### config.mk
export PLATFORM = sky130hd
export DESIGN_NAME = gpio_wake
export DESIGN_NICKNAME = d
export VERILOG_FILES = /design/src/verilog/gpio_wake_pkg.sv /design/src/verilog/wake_edge_detect.sv /design/src/verilog/gpio_wake.sv
export SDC_FILE = /design/constraint.sdc
export NUM_CORES = 1
export LEC_CHECK = 0
export BUFFER_PORTS_ARGS = -buffer_cell sky130_fd_sc_hd__buf_2
export CORE_UTILIZATION = 58
export DETAILED_ROUTE_END_ITERATION = 8
export GPL_ROUTABILITY_DRIVEN = 0
export HOLD_SLACK_MARGIN = 0.1
export PLACE_DENSITY = 0.85
export SYNTH_ARGS = -nofsm -noshare
export SYNTH_HDL_FRONTEND = slang
export SYNTH_HIERARCHICAL = 1
export SYNTH_SLANG_ARGS = --single-unit
export TNS_END_PERCENT = 50
### constraint.sdc
create_clock -name REF_CLK -period 1.7 [get_ports REF_CLK]
set_input_delay 0.255 -clock REF_CLK [delete_from_list [all_inputs] [get_ports REF_CLK]]
set_output_delay 0.255 -clock REF_CLK [all_outputs]
set_load 0.01 [all_outputs]
### src/verilog/gpio_wake_pkg.sv
/*
  Shared constants for the four-port GPIO block with pin wake-up:
  register offsets, reset values, field positions and widths.
  Assumes an 8-bit special function register port with a 4-bit address.
*/
package gpio_wake_pkg;

  localparam int PORT_W  = 8;
  localparam int ADDR_W  = 4;
  localparam int WAKE_N  = 4;

  // Register offsets
  localparam logic [3:0] OFS_DIR0   = 4'h0;
  localparam logic [3:0] OFS_DIR1   = 4'h1;
  localparam logic [3:0] OFS_DIR2   = 4'h2;
  localparam logic [3:0] OFS_DIR3   = 4'h3;
  localparam logic [3:0] OFS_DATA0  = 4'h4;
  localparam logic [3:0] OFS_DATA1  = 4'h5;
  localparam logic [3:0] OFS_DATA2  = 4'h6;
  localparam logic [3:0] OFS_DATA3  = 4'h7;
  localparam logic [3:0] OFS_PU0    = 4'h8;
  localparam logic [3:0] OFS_PU1    = 4'h9;
  localparam logic [3:0] OFS_WKEN   = 4'hA;
  localparam logic [3:0] OFS_WKEDGE = 4'hB;

  // Reset values
  localparam logic [7:0] RST_DIR    = 8'hFF;
  localparam logic [7:0] RST_DATA   = 8'h00;
  localparam logic [7:0] RST_PU0    = 8'h00;
  localparam logic [7:0] RST_PU1    = 8'h08;
  localparam logic [3:0] RST_WK_DIS = 4'hF;
  localparam logic [3:0] RST_WK_PND = 4'h0;
  localparam logic [3:0] RST_WK_EDG = 4'h0;

  // Field positions
  localparam int WK_DIS_LSB  = 0;
  localparam int WK_PND_LSB  = 4;
  localparam int P0_PU_BIT   = 7;
  localparam int P0_RSV_HI   = 3;
  localparam int P0_RSV_LO   = 2;

  // Monitored pins: slot 0 P0.4, slot 1 P0.5, slot 2 P3.4, slot 3 P0.7
  localparam int WK0_PIN = 4;
  localparam int WK1_PIN = 5;
  localparam int WK2_PIN = 4;
  localparam int WK3_PIN = 7;

  // Port 0 data bits that hold storage (bits 3:2 reserved)
  localparam logic [7:0] P0_DATA_MASK = 8'hF3;

endpackage

### src/verilog/wake_edge_detect.sv
/*
  One wake-up pin watcher: two-stage synchroniser, then edge detect
  on the selected polarity, giving a one-cycle hit pulse.
  Assumes the pin may be asynchronous to the clock.
*/
`timescale 1ns/1ps
module wake_edge_detect (
  input  wire logic clk,
  input  wire logic rst_n,
  input  wire logic pin,
  input  wire logic fall_sel,
  output logic      hit
);

  logic       meta_r;
  logic       sync_r;
  logic       prev_r;
  logic [2:0] fill_r;
  logic       hit_nxt;

  // No edge until the chain holds real samples, else a pulled-up pin fakes a rise after reset
  assign hit_nxt = fill_r[2] & (fall_sel ? (prev_r & ~sync_r) : (~prev_r & sync_r));

  always_ff @(posedge clk or negedge rst_n) begin
    if (!rst_n) begin
      meta_r <= 1'b0;
      sync_r <= 1'b0;
      prev_r <= 1'b0;
      fill_r <= 3'h0;
      hit    <= 1'b0;
    end else begin
      meta_r <= pin;
      sync_r <= meta_r;
      prev_r <= sync_r;
      fill_r <= {fill_r[1:0], 1'b1};
      hit    <= hit_nxt;
    end
  end

endmodule

### src/verilog/gpio_wake.sv
/*
  Four 8-bit GPIO ports with direction, output data, pin readback,
  pull-up control for ports 0 and 1, and a four-pin wake-up unit.
  Assumes a single-master register port with one-cycle strobes and
  a chip reset controller that acts on the wake reset request.
*/
// Added by the designer: the register offsets and the address-and-strobe port.
// Overview of operation
// - After reset the wake enable register reads 0Fh, all four wake pins disarmed.
// - Writing zero to enable bit 0..3 arms wake on P0.4, P0.5, P3.4 (USB lines) or P0.7; one disarms.
// - An edge select bit of one picks the falling edge, zero picks the rising edge.
// - A selected edge sets the pending flag in wake enable bits 7..4, held until software clears it.
// - Reset clears all pending flags.
// - An armed wake event during sleep requests a full chip reset.
// - A direction bit of zero makes the pin an output, one an input; all reset to one.
// - In port 0 direction, bit 2 steers pin 3 and bit 3 steers pin 2.
// - Data writes drive the pin level, data reads return the pin level.
// - Port 0 data bits 3 and 2 are reserved with no GPIO function.
// - Port 0 pull-up bit 7 enables pin 7 pull-up while an input; other bits reserved; reset zero.
// - Port 1 pull-up bit n enables pin n pull-up while that pin is an input.
// - Port 1 pull-up register resets to 08h.
`timescale 1ns/1ps
module gpio_wake
  import gpio_wake_pkg::*;
(
  input  wire logic              REF_CLK,
  input  wire logic              RSTN,
  input  wire logic [ADDR_W-1:0] ADDR,
  input  wire logic [7:0]        WDATA,
  input  wire logic              WR,
  input  wire logic              RD,
  output logic      [7:0]        RDATA,
  input  wire logic [7:0]        P0_IN,
  input  wire logic [7:0]        P1_IN,
  input  wire logic [7:0]        P2_IN,
  input  wire logic [7:0]        P3_IN,
  output logic      [7:0]        P0_OUT,
  output logic      [7:0]        P1_OUT,
  output logic      [7:0]        P2_OUT,
  output logic      [7:0]        P3_OUT,
  output logic      [7:0]        P0_OE_N,
  output logic      [7:0]        P1_OE_N,
  output logic      [7:0]        P2_OE_N,
  output logic      [7:0]        P3_OE_N,
  output logic      [7:0]        P0_PULLUP,
  output logic      [7:0]        P1_PULLUP,
  input  wire logic              SLEEP,
  output logic                   WAKE_RST
);

  // Register state
  logic [7:0] dir0_r;
  logic [7:0] dir1_r;
  logic [7:0] dir2_r;
  logic [7:0] dir3_r;
  logic [7:0] dat0_r;
  logic [7:0] dat1_r;
  logic [7:0] dat2_r;
  logic [7:0] dat3_r;
  logic [7:0] pu0_r;
  logic [7:0] pu1_r;
  logic [3:0] wk_dis_r;
  logic [3:0] wk_pnd_r;
  logic [3:0] wk_edg_r;
  logic [7:0] rdata_r;
  logic       wake_rst_r;
  logic [7:0] p0_pu_out_r;
  logic [7:0] p1_pu_out_r;

  // Next values
  logic [7:0] dir0_nxt;
  logic [7:0] dir1_nxt;
  logic [7:0] dir2_nxt;
  logic [7:0] dir3_nxt;
  logic [7:0] dat0_nxt;
  logic [7:0] dat1_nxt;
  logic [7:0] dat2_nxt;
  logic [7:0] dat3_nxt;
  logic [7:0] pu0_nxt;
  logic [7:0] pu1_nxt;
  logic [3:0] wk_dis_nxt;
  logic [3:0] wk_pnd_nxt;
  logic [3:0] wk_edg_nxt;
  logic [7:0] rdata_nxt;
  logic       wake_rst_nxt;
  logic [7:0] p0_pu_out_nxt;
  logic [7:0] p1_pu_out_nxt;

  // Address decode
  wire wr_dir0  = WR && (ADDR == OFS_DIR0);
  wire wr_dir1  = WR && (ADDR == OFS_DIR1);
  wire wr_dir2  = WR && (ADDR == OFS_DIR2);
  wire wr_dir3  = WR && (ADDR == OFS_DIR3);
  wire wr_dat0  = WR && (ADDR == OFS_DATA0);
  wire wr_dat1  = WR && (ADDR == OFS_DATA1);
  wire wr_dat2  = WR && (ADDR == OFS_DATA2);
  wire wr_dat3  = WR && (ADDR == OFS_DATA3);
  wire wr_pu0   = WR && (ADDR == OFS_PU0);
  wire wr_pu1   = WR && (ADDR == OFS_PU1);
  wire wr_wken  = WR && (ADDR == OFS_WKEN);
  wire wr_wake_edge_select_alt = WR && (ADDR == OFS_WKEDGE);

  // Wake pin sources and detectors
  logic [3:0] wk_pin;
  logic [3:0] wk_hit;

  assign wk_pin[0] = P0_IN[WK0_PIN];
  assign wk_pin[1] = P0_IN[WK1_PIN];
  assign wk_pin[2] = P3_IN[WK2_PIN];
  assign wk_pin[3] = P0_IN[WK3_PIN];

  genvar gi;
  generate
    for (gi = 0; gi < WAKE_N; gi++) begin : g_wake
      wake_edge_detect u_det (
        .clk      (REF_CLK),
        .rst_n    (RSTN),
        .pin      (wk_pin[gi]),
        .fall_sel (wk_edg_r[gi]),
        .hit      (wk_hit[gi])
      );
    end
  endgenerate

  // Direction and data updates
  assign dir0_nxt = wr_dir0 ? WDATA : dir0_r;
  assign dir1_nxt = wr_dir1 ? WDATA : dir1_r;
  assign dir2_nxt = wr_dir2 ? WDATA : dir2_r;
  assign dir3_nxt = wr_dir3 ? WDATA : dir3_r;

  // Reserved port 0 bits never store, so those pins drive low if enabled
  assign dat0_nxt = wr_dat0 ? (WDATA & P0_DATA_MASK) : dat0_r;
  assign dat1_nxt = wr_dat1 ? WDATA : dat1_r;
  assign dat2_nxt = wr_dat2 ? WDATA : dat2_r;
  assign dat3_nxt = wr_dat3 ? WDATA : dat3_r;

  // Only bit 7 of port 0 pull-up holds state
  assign pu0_nxt = wr_pu0 ? {WDATA[P0_PU_BIT], 7'h00} : pu0_r;
  assign pu1_nxt = wr_pu1 ? WDATA : pu1_r;

  // Wake control: one disarms, zero arms
  assign wk_dis_nxt = wr_wken ? WDATA[WK_DIS_LSB +: WAKE_N] : wk_dis_r;
  assign wk_edg_nxt = wr_wake_edge_select_alt ? WDATA[WAKE_N-1:0] : wk_edg_r;

  // Writing zero clears a pending bit, one leaves it; a new edge wins
  wire [3:0] pnd_keep = wr_wken ? WDATA[WK_PND_LSB +: WAKE_N] : 4'hF;
  assign wk_pnd_nxt = (wk_pnd_r & pnd_keep) | wk_hit;

  // Armed edge while asleep latches a reset request until reset lands
  wire wake_evt = SLEEP && |(wk_hit & ~wk_dis_r);
  assign wake_rst_nxt = wake_rst_r | wake_evt;

  // Pull-ups act only while the pin is an input (port 0 pin 7 unswapped)
  assign p0_pu_out_nxt = pu0_nxt & dir0_nxt & 8'h80;
  assign p1_pu_out_nxt = pu1_nxt & dir1_nxt;

  // Read mux: data registers return the pin level
  logic [7:0] rd_mux;
  always_comb begin
    rd_mux = 8'h00;
    unique case (ADDR)
      OFS_DIR0:   rd_mux = dir0_r;
      OFS_DIR1:   rd_mux = dir1_r;
      OFS_DIR2:   rd_mux = dir2_r;
      OFS_DIR3:   rd_mux = dir3_r;
      OFS_DATA0:  rd_mux = P0_IN & P0_DATA_MASK;
      OFS_DATA1:  rd_mux = P1_IN;
      OFS_DATA2:  rd_mux = P2_IN;
      OFS_DATA3:  rd_mux = P3_IN;
      OFS_PU0:    rd_mux = pu0_r;
      OFS_PU1:    rd_mux = pu1_r;
      OFS_WKEN:   rd_mux = {wk_pnd_r, wk_dis_r};
      OFS_WKEDGE: rd_mux = {4'h0, wk_edg_r};
      default:    rd_mux = 8'h00;
    endcase
  end

  // Read data stands only in the cycle after the strobe
  assign rdata_nxt = RD ? rd_mux : 8'h00;

  // Direction: one is input, so every pin starts undriven
  always_ff @(posedge REF_CLK or negedge RSTN) begin
    if (!RSTN) begin
      dir0_r <= RST_DIR;
    end else begin
      dir0_r <= dir0_nxt;
    end
  end

  // Port 1 direction also gates the port 1 pull-ups
  always_ff @(posedge REF_CLK or negedge RSTN) begin
    if (!RSTN) begin
      dir1_r <= RST_DIR;
    end else begin
      dir1_r <= dir1_nxt;
    end
  end

  // Port 2 direction
  always_ff @(posedge REF_CLK or negedge RSTN) begin
    if (!RSTN) begin
      dir2_r <= RST_DIR;
    end else begin
      dir2_r <= dir2_nxt;
    end
  end

  // Port 3 direction; pin 4 must stay an input to watch the USB lines
  always_ff @(posedge REF_CLK or negedge RSTN) begin
    if (!RSTN) begin
      dir3_r <= RST_DIR;
    end else begin
      dir3_r <= dir3_nxt;
    end
  end

  // Data reset to zero so a pin turned to output starts low
  always_ff @(posedge REF_CLK or negedge RSTN) begin
    if (!RSTN) begin
      dat0_r <= RST_DATA;
    end else begin
      dat0_r <= dat0_nxt;
    end
  end

  // Port 1 output data
  always_ff @(posedge REF_CLK or negedge RSTN) begin
    if (!RSTN) begin
      dat1_r <= RST_DATA;
    end else begin
      dat1_r <= dat1_nxt;
    end
  end

  // Port 2 output data
  always_ff @(posedge REF_CLK or negedge RSTN) begin
    if (!RSTN) begin
      dat2_r <= RST_DATA;
    end else begin
      dat2_r <= dat2_nxt;
    end
  end

  // Port 3 output data
  always_ff @(posedge REF_CLK or negedge RSTN) begin
    if (!RSTN) begin
      dat3_r <= RST_DATA;
    end else begin
      dat3_r <= dat3_nxt;
    end
  end

  // Port 0 pull-up keeps only bit 7
  always_ff @(posedge REF_CLK or negedge RSTN) begin
    if (!RSTN) begin
      pu0_r <= RST_PU0;
    end else begin
      pu0_r <= pu0_nxt;
    end
  end

  // Port 1 pull-up, pin 3 on after reset
  always_ff @(posedge REF_CLK or negedge RSTN) begin
    if (!RSTN) begin
      pu1_r <= RST_PU1;
    end else begin
      pu1_r <= pu1_nxt;
    end
  end

  // Gated pull-ups registered so the pad sees no decode glitch
  always_ff @(posedge REF_CLK or negedge RSTN) begin
    if (!RSTN) begin
      p0_pu_out_r <= RST_PU0;
    end else begin
      p0_pu_out_r <= p0_pu_out_nxt;
    end
  end

  // Port 1 gated pull-ups
  always_ff @(posedge REF_CLK or negedge RSTN) begin
    if (!RSTN) begin
      p1_pu_out_r <= RST_PU1;
    end else begin
      p1_pu_out_r <= p1_pu_out_nxt;
    end
  end

  // Wake disable bits; all four disarmed after reset
  always_ff @(posedge REF_CLK or negedge RSTN) begin
    if (!RSTN) begin
      wk_dis_r <= RST_WK_DIS;
    end else begin
      wk_dis_r <= wk_dis_nxt;
    end
  end

  // Pending flags; a hit in the clearing cycle survives
  always_ff @(posedge REF_CLK or negedge RSTN) begin
    if (!RSTN) begin
      wk_pnd_r <= RST_WK_PND;
    end else begin
      wk_pnd_r <= wk_pnd_nxt;
    end
  end

  // Edge selects, rising after reset
  always_ff @(posedge REF_CLK or negedge RSTN) begin
    if (!RSTN) begin
      wk_edg_r <= RST_WK_EDG;
    end else begin
      wk_edg_r <= wk_edg_nxt;
    end
  end

  // Sticky request; only the chip reset it causes clears it
  always_ff @(posedge REF_CLK or negedge RSTN) begin
    if (!RSTN) begin
      wake_rst_r <= 1'b0;
    end else begin
      wake_rst_r <= wake_rst_nxt;
    end
  end

  // Read data parks at zero between reads
  always_ff @(posedge REF_CLK or negedge RSTN) begin
    if (!RSTN) begin
      rdata_r <= 8'h00;
    end else begin
      rdata_r <= rdata_nxt;
    end
  end

  // Outputs straight from flops; enable low drives the pin
  assign P0_OUT  = dat0_r;
  assign P1_OUT  = dat1_r;
  assign P2_OUT  = dat2_r;
  assign P3_OUT  = dat3_r;
  assign P0_OE_N = {dir0_r[7:4], dir0_r[P0_RSV_LO], dir0_r[P0_RSV_HI], dir0_r[1:0]};
  assign P1_OE_N = dir1_r;
  assign P2_OE_N = dir2_r;
  assign P3_OE_N = dir3_r;
  assign P0_PULLUP = p0_pu_out_r;
  assign P1_PULLUP = p1_pu_out_r;
  assign WAKE_RST  = wake_rst_r;
  assign RDATA     = rdata_r;

endmodule

# [Yosys cells after proc, flatten, opt, wreduce, memory -nomap -nowiden]
# Index checks and enable logic that the tools add are counted.
# W data, S select, Z words.
[word_totals] romBits=0 memories=0 register_bits=136 mem_bits_rw=0 output_inout_bits=89 latch_bits=0
[classes] add_sub_neg=0 n_mux=11 n_reduce_logical=15 bitwise=27 order_cmp=0 mul=0 shift=0 n_eq_ne=11 div=0
[ops] cell="$pmux W8 S12" n=1
[ops] cell="$mux W8" n=5
[ops] cell="$and A8 B8 Y8" n=2
[ops] cell="$eq A4 B3 Y1 const B" n=4
[ops] cell="$eq A4 B4 Y1 const B" n=4
[ops] cell="$logic_and A1 B1 Y1" n=13
[ops] cell="$and A1 B1 Y1" n=12
[ops] cell="$and A4 B4 Y4" n=2
[ops] cell="$eq A4 B2 Y1 const B" n=2
[ops] cell="$not A1 Y1" n=8
[ops] cell="$eq A4 B1 Y1 const B" n=1
[ops] cell="$logic_not A4 Y1" n=1
[ops] cell="$mux W1" n=4
[ops] cell="$mux W4" n=1
[ops] cell="$not A4 Y4" n=1
[ops] cell="$or A4 B4 Y4" n=1
[ops] cell="$reduce_or A4 Y1" n=1
[ops] cell="$or A1 B1 Y1" n=1

# [Logic depth before layout (Yosys ltp)]
# Gate-level depths: netlist (run 1).
[depth] ltp_word=5 depth_mapped=7 ltp_nobuf=5

# [Modules after synthesis]
# Netlist (run 1), hierarchy kept.
[modules_own_cells] mod="gpio_wake" instances=1 area_per_inst_um2=5094.9 cells_each=428
[modules_own_cells] mod="wake_edge_detect" instances=4 area_per_inst_um2=202.7 cells_each=11

# [Least setup slack after synthesis (run 1)]
# Ideal clock, no wire load.
[synth_path] path_kind="input -> register" from="input ADDR[2]" to="register pu1_r[5]" n_path_buf=2 cell_stages=5 required_ps=1575 slack_ps=189 setup_ps=125 t_arrival_ps=1386 path_cell_list="buf_4 > nand3b_1 > nor2_4 > buf_4 > mux2_2"
[synth_via] elab_chain_cells=3
[synth_rtl] element="start, declared" line_no="gpio_wake.sv:28" text="input wire logic [ADDR_W-1:0] ADDR,"
[synth_rtl] element="$eq A4 B4 Y1" line_no="gpio_wake.sv:99" text="wire wr_pu1 = WR && (ADDR == OFS_PU1);"
[synth_rtl] element="$logic_and A1 B1 Y1" line_no="gpio_wake.sv:99"
[synth_rtl] element="$mux W8" line_no="gpio_wake.sv:139" text="assign pu1_nxt = wr_pu1 ? WDATA : pu1_r;"
[synth_rtl] element="named net pu1_nxt[5]" line_no="gpio_wake.sv:80" text="logic [7:0] pu1_nxt;"
[synth_rtl] element="end signal, assigned" line_no="gpio_wake.sv:267" text="pu1_r <= pu1_nxt;"
[synth_rtl] element="end, declared" line_no="gpio_wake.sv:61" text="logic [7:0] pu1_r;"
# The timed path passes the listed nets, and every way through them passes these cells.
# A chain may end at the register's enable or synchronous reset.

# [Final worst setup path (run 1)]
[layout_path] from="register dir2_r[3] (netlist: P2_OE_N[3])" to="register rdata_r[3] (netlist: RDATA[3])"
[layout_via] elab_chain_cells=2
[layout_rtl] element="start, declared" line_no="gpio_wake.sv:54" text="logic [7:0] dir2_r;"
[layout_rtl] element="start signal, assigned" line_no="gpio_wake.sv:204" text="dir2_r <= dir2_nxt;"
[layout_rtl] element="$pmux W8 S12" line_no="gpio_wake.sv:161" text="unique case (ADDR)"
[layout_rtl] element="$mux W8" line_no="gpio_wake.sv:179" text="assign rdata_nxt = RD ? rd_mux : 8'h00;"
[layout_rtl] element="named net rdata_nxt[3]" line_no="gpio_wake.sv:84" text="logic [7:0] rdata_nxt;"
[layout_rtl] element="end signal, assigned" line_no="gpio_wake.sv:330" text="rdata_r <= rdata_nxt;"
[layout_rtl] element="end, declared" line_no="gpio_wake.sv:65" text="logic [7:0] rdata_r;"
# The timed path passes the listed nets, and every way through them passes these cells.

==> results of run 1 <==
## sequential cells by signal, summed over array words and instances (netlist names), 6 cells and up, named ones only
| name | cells |
|---|---|
| P0_OUT | 6 |
| P1_OE_N | 8 |
| P1_OUT | 8 |
| P1_PULLUP | 8 |
| P2_OE_N | 8 |
| P2_OUT | 8 |
| P3_OE_N | 8 |
| P3_OUT | 8 |
| RDATA | 8 |
| g_wake.u_det/fill_r | 12 |
| pu0_r | 8 |
| pu1_r | 8 |
## worst max-delay path: cells and delay by family, from the launching register on
family	cells	cell delay [ns]
AO/OA/AOI/OAI	4	1.08
flip-flops	1	0.37
AND/OR/NAND/NOR	1	0.14
## cells by family (layout without fill, tap and decap cells)
logic type | after synthesis | count (layout)
AOI/OAI and AO/OA | 76 | 76
buffers and inverters | 45 | 208
DFF | 136 | 136
muxes | 93 | 93
other | 5 | 13
and+or+nand+nor | 117 | 117
## worst paths after layout
| path | from | end | depth (start not counted) |
|---|---|---|---|
| worst max register to register | P2_OE_N[3]$_DFFE_PN1P_ | RDATA[3]$_DFF_PN0_ | 5 |
| worst min-delay path | WDATA[4] | P1_PULLUP[4]$_DFF_PN0_ | 3 |
| min in group asynchronous | RSTN | P0_PULLUP[7]$_DFF_PN0_ | 2 |
| worst min register to register | g_wake[0].u_det/fill_r[0]$_DFF_PN0_ | g_wake[0].u_det/fill_r[1]$_DFF_PN0_ | 0 |
| worst max-delay path | P2_OE_N[3]$_DFFE_PN1P_ | RDATA[3]$_DFF_PN0_ | 5 |
| max in group asynchronous | RSTN | P2_OE_N[5]$_DFFE_PN1P_ | 3 |
## routing by layer
metal | part of all wire [%] | global-route usage [%] | vias to the layer above | routed length [um]
met5 | 0 | 0 | - | 0
met4 | 5.5 | 20.4 | 0 | 934
met3 | 12 | 11.5 | 80 | 1960
met2 | 46 | 52.6 | 396 | 7900
met1 | 37 | 42.9 | 2319 | 6230
li1 | - | - | 1972 | -
## cell type report
type	instances	area (um^2)
repair buffers	171	1130
clock buffers	19	442
clock inverters	12	175
multi-input cells	299	2240
flip-flops and latches	136	3450
well taps	133	166
fillers	603	2200
inverters	6	22.5
## report_power, final
part	switching, mW	leakage, nW	internal (mW)
clock	1.39	0.296	2.45
combinational	0.928	1.63	0.872
sequential	0.415	1.61	3.94
total	2.73	3.53	7.25
## synth_stat cells, drive strengths merged (6+ instances only)
cell type | count | share of area [%]
mux2i | 12 | 2.0
dfstp | 38 | 17
nand2 | 31 | 2.0
o21ai | 19 | 1.6
nand3 | 12 | 1.0
nor2b | 16 | 1.7
a21oi | 10 | 0.85
a22oi | 12 | 1.5
buf | 27 | 3.0
nor2 | 28 | 2.0
o22ai | 14 | 1.5
clkbuf | 12 | 0.76
dfrtp | 98 | 42
inv | 6 | 0.38
mux2 | 81 | 15
## metrics by stage
step | instances | power, mW | util, % | area [um^2]
after global routing | 776 | 10.3 | 77.6 | 7620
after detailed placement | 738 | 6.11 | 70.6 | 6940
after global placement | 738 | 6.00 | 70.6 | 6940
after floorplan | 480 | 5.23 | - | 5940
final | 776 | 9.98 | 77.6 | 7620
after CTS | 776 | 9.97 | 77.6 | 7620
==> impl_metrics.ini, run 1 <==
[sta]
final_max_slew_viol_count = 0
slew_headroom_pct = 60.7
finalCritPeriodShare_pct = 100
fin_setup_tns_ns = -0.00848
worst_slack_ns = -0.00848
hold_viol_final = 0
worst_pin_slew_ns = 0.587
skew_ns = 0.0118
fmax_ghz = 0.585
worst_hold_slack_ns = 0.140
fin_crit_ns = 1.71
rsz0062_at_grt = no
finalSetupViolations = 1

[routing]
drt_first_pass_iters = 7
drt_iter0_drc = 487
route.detailed.drc = 0
avgViaCountPerCell = 6.14
ant_nets = 0
post_drt_wl_per_cell_um = 21.9
vias = 4767
drt-total-wl_um = 17000

[yosys]
synth-edff-count = 0
synth_compound_area_share_pct = 8.50
synth_cells = 472
synth_top_family_by_area = multiplexers
synthAdderAreaFrac_pct = 0
synth-simple-area-share_pct = 11.1
ys_ff_latch = 136
avgSynthCellArea_um2 = 12.5
synth.yosys.warnings = 6
synthMuxAreaShare_pct = 17.5
synth.distinct_cells = 47
yosysSeqAreaShare_pct = 58.4
postSynth.topFlopCell = dfrtp_1
netlist_area_mm2 = 0.00591
async_reset_ff_share_pct = 100
synth_xor_area_share_pct = 0

[clock_tree]
clock_sinks = 136
clock_path_buffers = 2
hold_buffers = 7
cts_max_level = 4
clk_pin_slew_ns = 0.06
cts_tree = built
root_buffer = clkbuf_8
cts_resized = 0
cts_buffers = 17
cts_setup_buffers = 0
clkLatencyLatePin_ns = 0.53

[final_layout]
layout_commonest_cell = buf_2
n_antenna_cell = 0
fin_nets = 680
drive_gt1_share_pct = 49.6
syn2layout_area_growth_pct = 29.1
final_cell_mix = buf_2, dfrtp_1, mux2_2

[critical_path]
cpMostUsedCell = o21ai_0
worst_setup_path_start_kind = flip-flop
cp_cell_sequence = nor3b_1 -> o21ai_0 -> o21ai_0 -> a221oi_1 -> a21oi_1
critPathRequiredTime_ns = 2.11
slowest_delay_ns = 0.40
critPathCaptureType = flip-flop
critPathSlowestCell = a221oi_1
cp.arrival_ns = 2.12
rrSetupSlack_ns = -0.008
cp_max_fo = 3
crit_type = flip-flop to flip-flop

[floorplanning]
initial_core_util_pct = 60.1
io_pins = 138
die_w_um = 103
rows = 36
coreArea_mm2 = 0.00982
die_area_mm2 = 0.0106
die_h_um = 103

[global_routing]
grt_max_degree = 35
grt_pass1_wl_um = 25800
grt_util_all_layers_pct = 34.4
antenna_found_initial = 0
grt_pass1_vias = 4744
grt-ovfl-total = 0

[placement]
io_buffer_count = 126
hpwl_um = 11300
place_ws_ns = -0.0210

[min_path]
hold_path.class = input pin to flip-flop

[power_and_ir_drop]
power.leakage_nw = 3.53
peakVddDrop_v = 0.000871
power_density_mw_per_mm2 = 1310

[job]
maxCapViolCount = 0

[run_status]
status = complete, but fails checks
violations = setup timing
No activity file was read; power rests on OpenSTA's default activity.
==> run 2: changes to the inputs <==
- CORE_UTILIZATION: 58 -> 60
- CTS_BUF_LIST: default -> sky130_fd_sc_hd__clkbuf_4 sky130_fd_sc_hd__clkbuf_8
- PLACE_DENSITY: 0.85 -> 0.88
==> run 2 against run 1 <==
  * The run now ends clean
  * Count of clock-buffer cells in the layout is 3 higher
  * Global-route usage is 0.27 points higher
  * First-iteration DRC count is 7.0% higher
  * Sequential power hardly changed
  * Register-to-register slack better by 0.08 ns
  * Highest routed layer unchanged
  * Largest cell class unchanged
  * Largest power group unchanged
  * Combinational power hardly changed
==> impl_metrics.ini, run 2 (synthesis results as in run 1) <==
[floorplanning]
die_h_um = 101
io_pins = 138
die_area_mm2 = 0.0102
die_w_um = 101
rows = 35
coreArea_mm2 = 0.00937
initial_core_util_pct = 63.0

[final_layout]
largest_reg_flops = 12
utilization_pct = 78.5
layout_commonest_cell = buf_2
syn2layout_area_growth_pct = 24.6
drive_gt1_share_pct = 49.5
n_antenna_cell = 0
top_register = g_wake.u_det/fill_r
fillers = 588
seq_area_mm2 = 0.00345
final_cell_mix = buf_2, dfrtp_1, mux2_2
fin_nets = 676
multi_input_area_mm2 = 0.00224
finalNonFillerCells = 769

[critical_path]
critPathLaunch = P1_OE_N[2]$_DFF_PN1_
critPathRequiredTime_ns = 2.04
worst_setup_path_start_kind = flip-flop
cp_max_fo = 4
rr_worst_depth = 4
critPathCaptureType = flip-flop
r2r_end = RDATA[2]$_DFF_PN0_
cp.arrival_ns = 1.97
crit_type = flip-flop to flip-flop
rrSetupSlack_ns = 0.07
r2r-start = P1_OE_N[2]$_DFF_PN1_

[sta]
finalSetupViolations = 0
worst_pin_slew_ns = 0.518
slew_headroom_pct = 65.3
finalCritPeriodShare_pct = 95.8
fin_crit_ns = 1.63
skew_ns = 0.00978
fmax_ghz = 0.614
worst_hold_slack_ns = 0.140
final_max_slew_viol_count = 0
fin_setup_tns_ns = 0
rsz0062_at_grt = no
hold_viol_final = 0

[min_path]
min-delay-start = RD
holdPathEnd = RDATA[4]$_DFF_PN0_
holdPathStages = 3
hold_path.class = input pin to flip-flop

[routing]
avgViaCountPerCell = 6.09
vias = 4687
drt_iter0_drc = 521
ant_nets = 0
post_drt_wl_per_cell_um = 21.5
route.detailed.drc = 0
drt-total-wl_um = 16500
drt_first_pass_iters = 6

[global_routing]
grt_pass1_vias = 4882
antenna_found_initial = 0
grt_util_all_layers_pct = 34.7
grt-ovfl-total = 0
grt_max_degree = 35
grt_pass1_wl_um = 25500

[placement]
io_buffer_count = 126
place_inst = 731
hpwl_um = 11200

[clock_tree]
clock_sinks = 136
cts_setup_buffers = 0
cts_tree = built
cts_resized = 0
root_buffer = clkbuf_8
clk_pin_slew_ns = 0.08
clock_path_buffers = 2
hold_buffers = 6
cts_buffers = 17
clkLatencyLatePin_ns = 0.45
cts_max_level = 4

[power_and_ir_drop]
power.share.combinational_pct = 19.8
power.leakage_nw = 3.41
switching_share_pct = 29.0
p_clk_share_pct = 31.7
p_int_mw = 6.37
power_density_mw_per_mm2 = 1220
peakVddDrop_v = 0.000867
power.switching_mw = 2.60
seqPwrFrac_pct = 48.4

[job]
maxCapViolCount = 0

[run_status]
status = finished, final reports clean
## run 2: layer usage
layer	vias to the layer above	global-route usage [%]	part of all wire, %
met3	66	10.9	12
met5	-	0.481	0
li1	1972	-	-
met1	2311	43.8	37
met4	0	16.5	3.9
met2	338	54.9	47
## run 2: final cells by class
class                      instances  share of cell area, %
inverter                           6                  0.306
timing repair buffer             167                   14.4
multi-input combinational        299                   30.4
clock buffer                      22                   3.86
tap                              129                   2.19
clock inverter                    10                   1.96
sequential                       136                   46.9
## run 2: worst max-delay path, cell delays in order (launching register included)
cell and delay (ns):
dfstp_2 0.57, mux2i_1 0.09, o21ai_0 0.36, a221oi_1 0.21, a31oi_1 0.29
## run 2: how the worst max path moves through the flow
| stage | endpoint | slack, ns | cells after the start |
|---|---|---|---|
| after floorplan | pu1_r[5]$_DFF_PN0_ | 0.19 | 5 |
| after global placement | P1_OUT[2]$_DFFE_PN0P_ | -0.01 | 5 |
| after detailed placement | P1_OUT[7]$_DFFE_PN0P_ | -0.07 | 5 |
| after CTS | RDATA[2]$_DFF_PN0_ | 0.17 | 4 |
| after global routing | RDATA[2]$_DFF_PN0_ | 0.11 | 4 |
| final | RDATA[2]$_DFF_PN0_ | 0.07 | 4 |
## run 2: per-stage QoR
| stage | cell area (um^2) | worst slack [ns] | power, mW |
|---|---|---|---|
| CTS | 7360 | 0.172 | 8.96 |
| global placement | 6870 | -0.0102 | 6.00 |
| detailed placement | 6870 | -0.0686 | 6.11 |
| finish | 7360 | 0.0711 | 8.98 |
| global route | 7360 | 0.111 | 9.29 |
| floorplan | 5940 | 0.189 | 5.23 |
## run 2: power by group through the flow
stage	Clock (mW)	Sequential, mW	Combinational, mW
floorplan	0	4.47	0.768
global placement	0	4.33	1.67
detailed placement	0	4.37	1.74
CTS	2.85	4.33	1.78
global route	2.99	4.40	1.91
finish	2.85	4.35	1.78
==> run 3: changes to the inputs <==
- CORE_UTILIZATION: 60 -> 50
- PLACE_DENSITY: 0.88 -> 0.78
- clock period: 1.7 -> 1.35 ns (I/O delays scaled with it)
==> run 3 against run 2 <==
  * The run now ends with setup timing left
  * Flip-flop and latch count did not move
  * Sequential power is 26% higher
  * Setup slack got worse by 0.080 ns
  * Critical path depth shrank 2
  * Final cell count is 6.2% higher
  * Die area rose by 20%
  * Total power is 28% higher
==> impl_metrics.ini, run 3 (synthesis results as in run 1) <==
[power_and_ir_drop]
power_density_mw_per_mm2 = 1480
power.leakage_nw = 3.63
peakVddDrop_v = 0.00106
power_mw = 11.5

[routing]
drt_first_pass_iters = 6
avgViaCountPerCell = 5.68
ant_nets = 0
vias = 4639
route.detailed.drc = 0
post_drt_wl_per_cell_um = 20.3
drt-total-wl_um = 16600
drt_iter0_drc = 375

[floorplanning]
rows = 39
die_w_um = 111
coreArea_mm2 = 0.0115
initial_core_util_pct = 51.5
die_h_um = 111
die_area_mm2 = 0.0123
io_pins = 138

[clock_tree]
clk_pin_slew_ns = 0.07
clkLatencyLatePin_ns = 0.43
cts_max_level = 4
cts_buffers = 17
clock_sinks = 136
clock_path_buffers = 2
cts_tree = built
root_buffer = clkbuf_8

[global_routing]
grt_max_degree = 39
grt_pass1_wl_um = 26100
grt_pass1_vias = 4948
grt_util_all_layers_pct = 28.1
grt-ovfl-total = 0
antenna_found_initial = 0

[sta]
rsz0062_at_grt = yes
fin_setup_tns_ns = -0.0102
worst_slack_ns = -0.00941
worst_pin_slew_ns = 0.507
slew_headroom_pct = 66.1
worst_hold_slack_ns = 0.164
hold_viol_final = 0
final_max_slew_viol_count = 0
finalSetupViolations = 2
finalCritPeriodShare_pct = 101
fmax_ghz = 0.736
fin_crit_ns = 1.36
skew_ns = 0.00814

[final_layout]
layout_commonest_cell = buf_2
n_antenna_cell = 0
top_register = g_wake.u_det/fill_r
final_cell_mix = buf_2, dfrtp_1, mux2_2
fin_area_mm2 = 0.00780
syn2layout_area_growth_pct = 32.0
drive_gt1_share_pct = 53.0
utilization_pct = 68.0
largest_reg_flops = 12
fin_nets = 710

[critical_path]
path_delay_family = flip-flops
rrSetupSlack_ns = 0
critPathBufInv = 2
crit_type = flip-flop to output port
cp_cell_sequence = buf_6 -> buf_6
slowest_delay_ns = 0.54
cp_max_fo = 2
critPathCaptureType = output port
r2r-start = P1_OE_N[4]$_DFF_PN1_
cpMostUsedCell = buf_6
critPathRequiredTime_ns = 1.15
critPathLaunch = P2_OE_N[3]$_DFFE_PN1P_
critPathSlowestCell = dfstp_2
cp.arrival_ns = 1.16
worst_setup_path_start_kind = flip-flop

[min_path]
min-delay-start = WDATA[3]
hold_path.class = input pin to flip-flop

[job]
maxCapViolCount = 0

[placement]
place_area_mm2 = 0.00709
io_buffer_count = 126
hpwl_um = 11900

[run_status]
violations = setup timing
status = complete, but fails checks
[run 3: changes by cell type in the layout (fill, tap and decap cells not counted), sizes merged]
cell / delta
buf: +33
clkbuf: -3
clkinv: +5
clkinvlp: -1
dlygate4sd3: +1
inv: -1
[run 3: routing by layer]
| layer | vias to the layer above | routed length (um) | GRT usage [%] |
|---|---|---|---|
| met5 | - | 0 | 0 |
| met4 | 0 | 463 | 12.1 |
| met3 | 44 | 1490 | 7.65 |
| met2 | 271 | 8130 | 45.6 |
| met1 | 2284 | 6520 | 35.4 |
| li1 | 2040 | - | - |
[run 3: worst paths after layout]
| kind | to | cells after the start |
|---|---|---|
| hold / removal | P1_PULLUP[3]$_DFF_PN1_ | 3 |
| hold reg to reg | g_wake[3].u_det/sync_r$_DFF_PN0_ | 0 |
| min in group asynchronous | g_wake[3].u_det/fill_r[0]$_DFF_PN0_ | 2 |
| max in group asynchronous | P1_OE_N[1]$_DFF_PN1_ | 3 |
| setup / recovery | P2_OE_N[3] | 2 |
| setup reg to reg | RDATA[4]$_DFF_PN0_ | 5 |
[run 3: final cells by class]
class / count / area, um^2
Clock buffer: 19 / 262
Clock inverter: 13 / 153
Fill cell: 827 / 3670
Inverter: 6 / 22.5
Multi-Input combinational cell: 299 / 2290
Sequential cell: 136 / 3450
Tap cell: 143 / 179
Timing Repair Buffer: 201 / 1450
[run 3: tightest hold or removal path: stages]
cell,delay [ns]
buf_2,0.21
nor2_1,0.13
nor2_1,0.05
[run 3: per-stage QoR]
stage | instances | setup WS (ns)
6_report | 817 | -0.00941
5_1_grt | 817 | -0.0911
4_1_cts | 814 | -0.0227
3_5_place_dp | 773 | -0.283
3_3_place_gp | 773 | -0.269
2_1_floorplan | 480 | -0.0423
[run 3: where the power goes]
| group | switching (mW) | internal, mW |
|---|---|---|
| registers | 0.531 | 4.95 |
| clock network | 1.54 | 1.91 |
| logic | 1.19 | 1.38 |
| total | 3.26 | 8.24 |
[run 3: what timing repair did]
item / in CTS / in global routing
gates resized for setup: 9 / 29
endpoints found under the hold margin: 93 / 0
pin swaps: 0 / 5
buffers inserted: 2 / 3
hold buffers: 7 / 0
endpoints found under the setup margin: 9 / 33
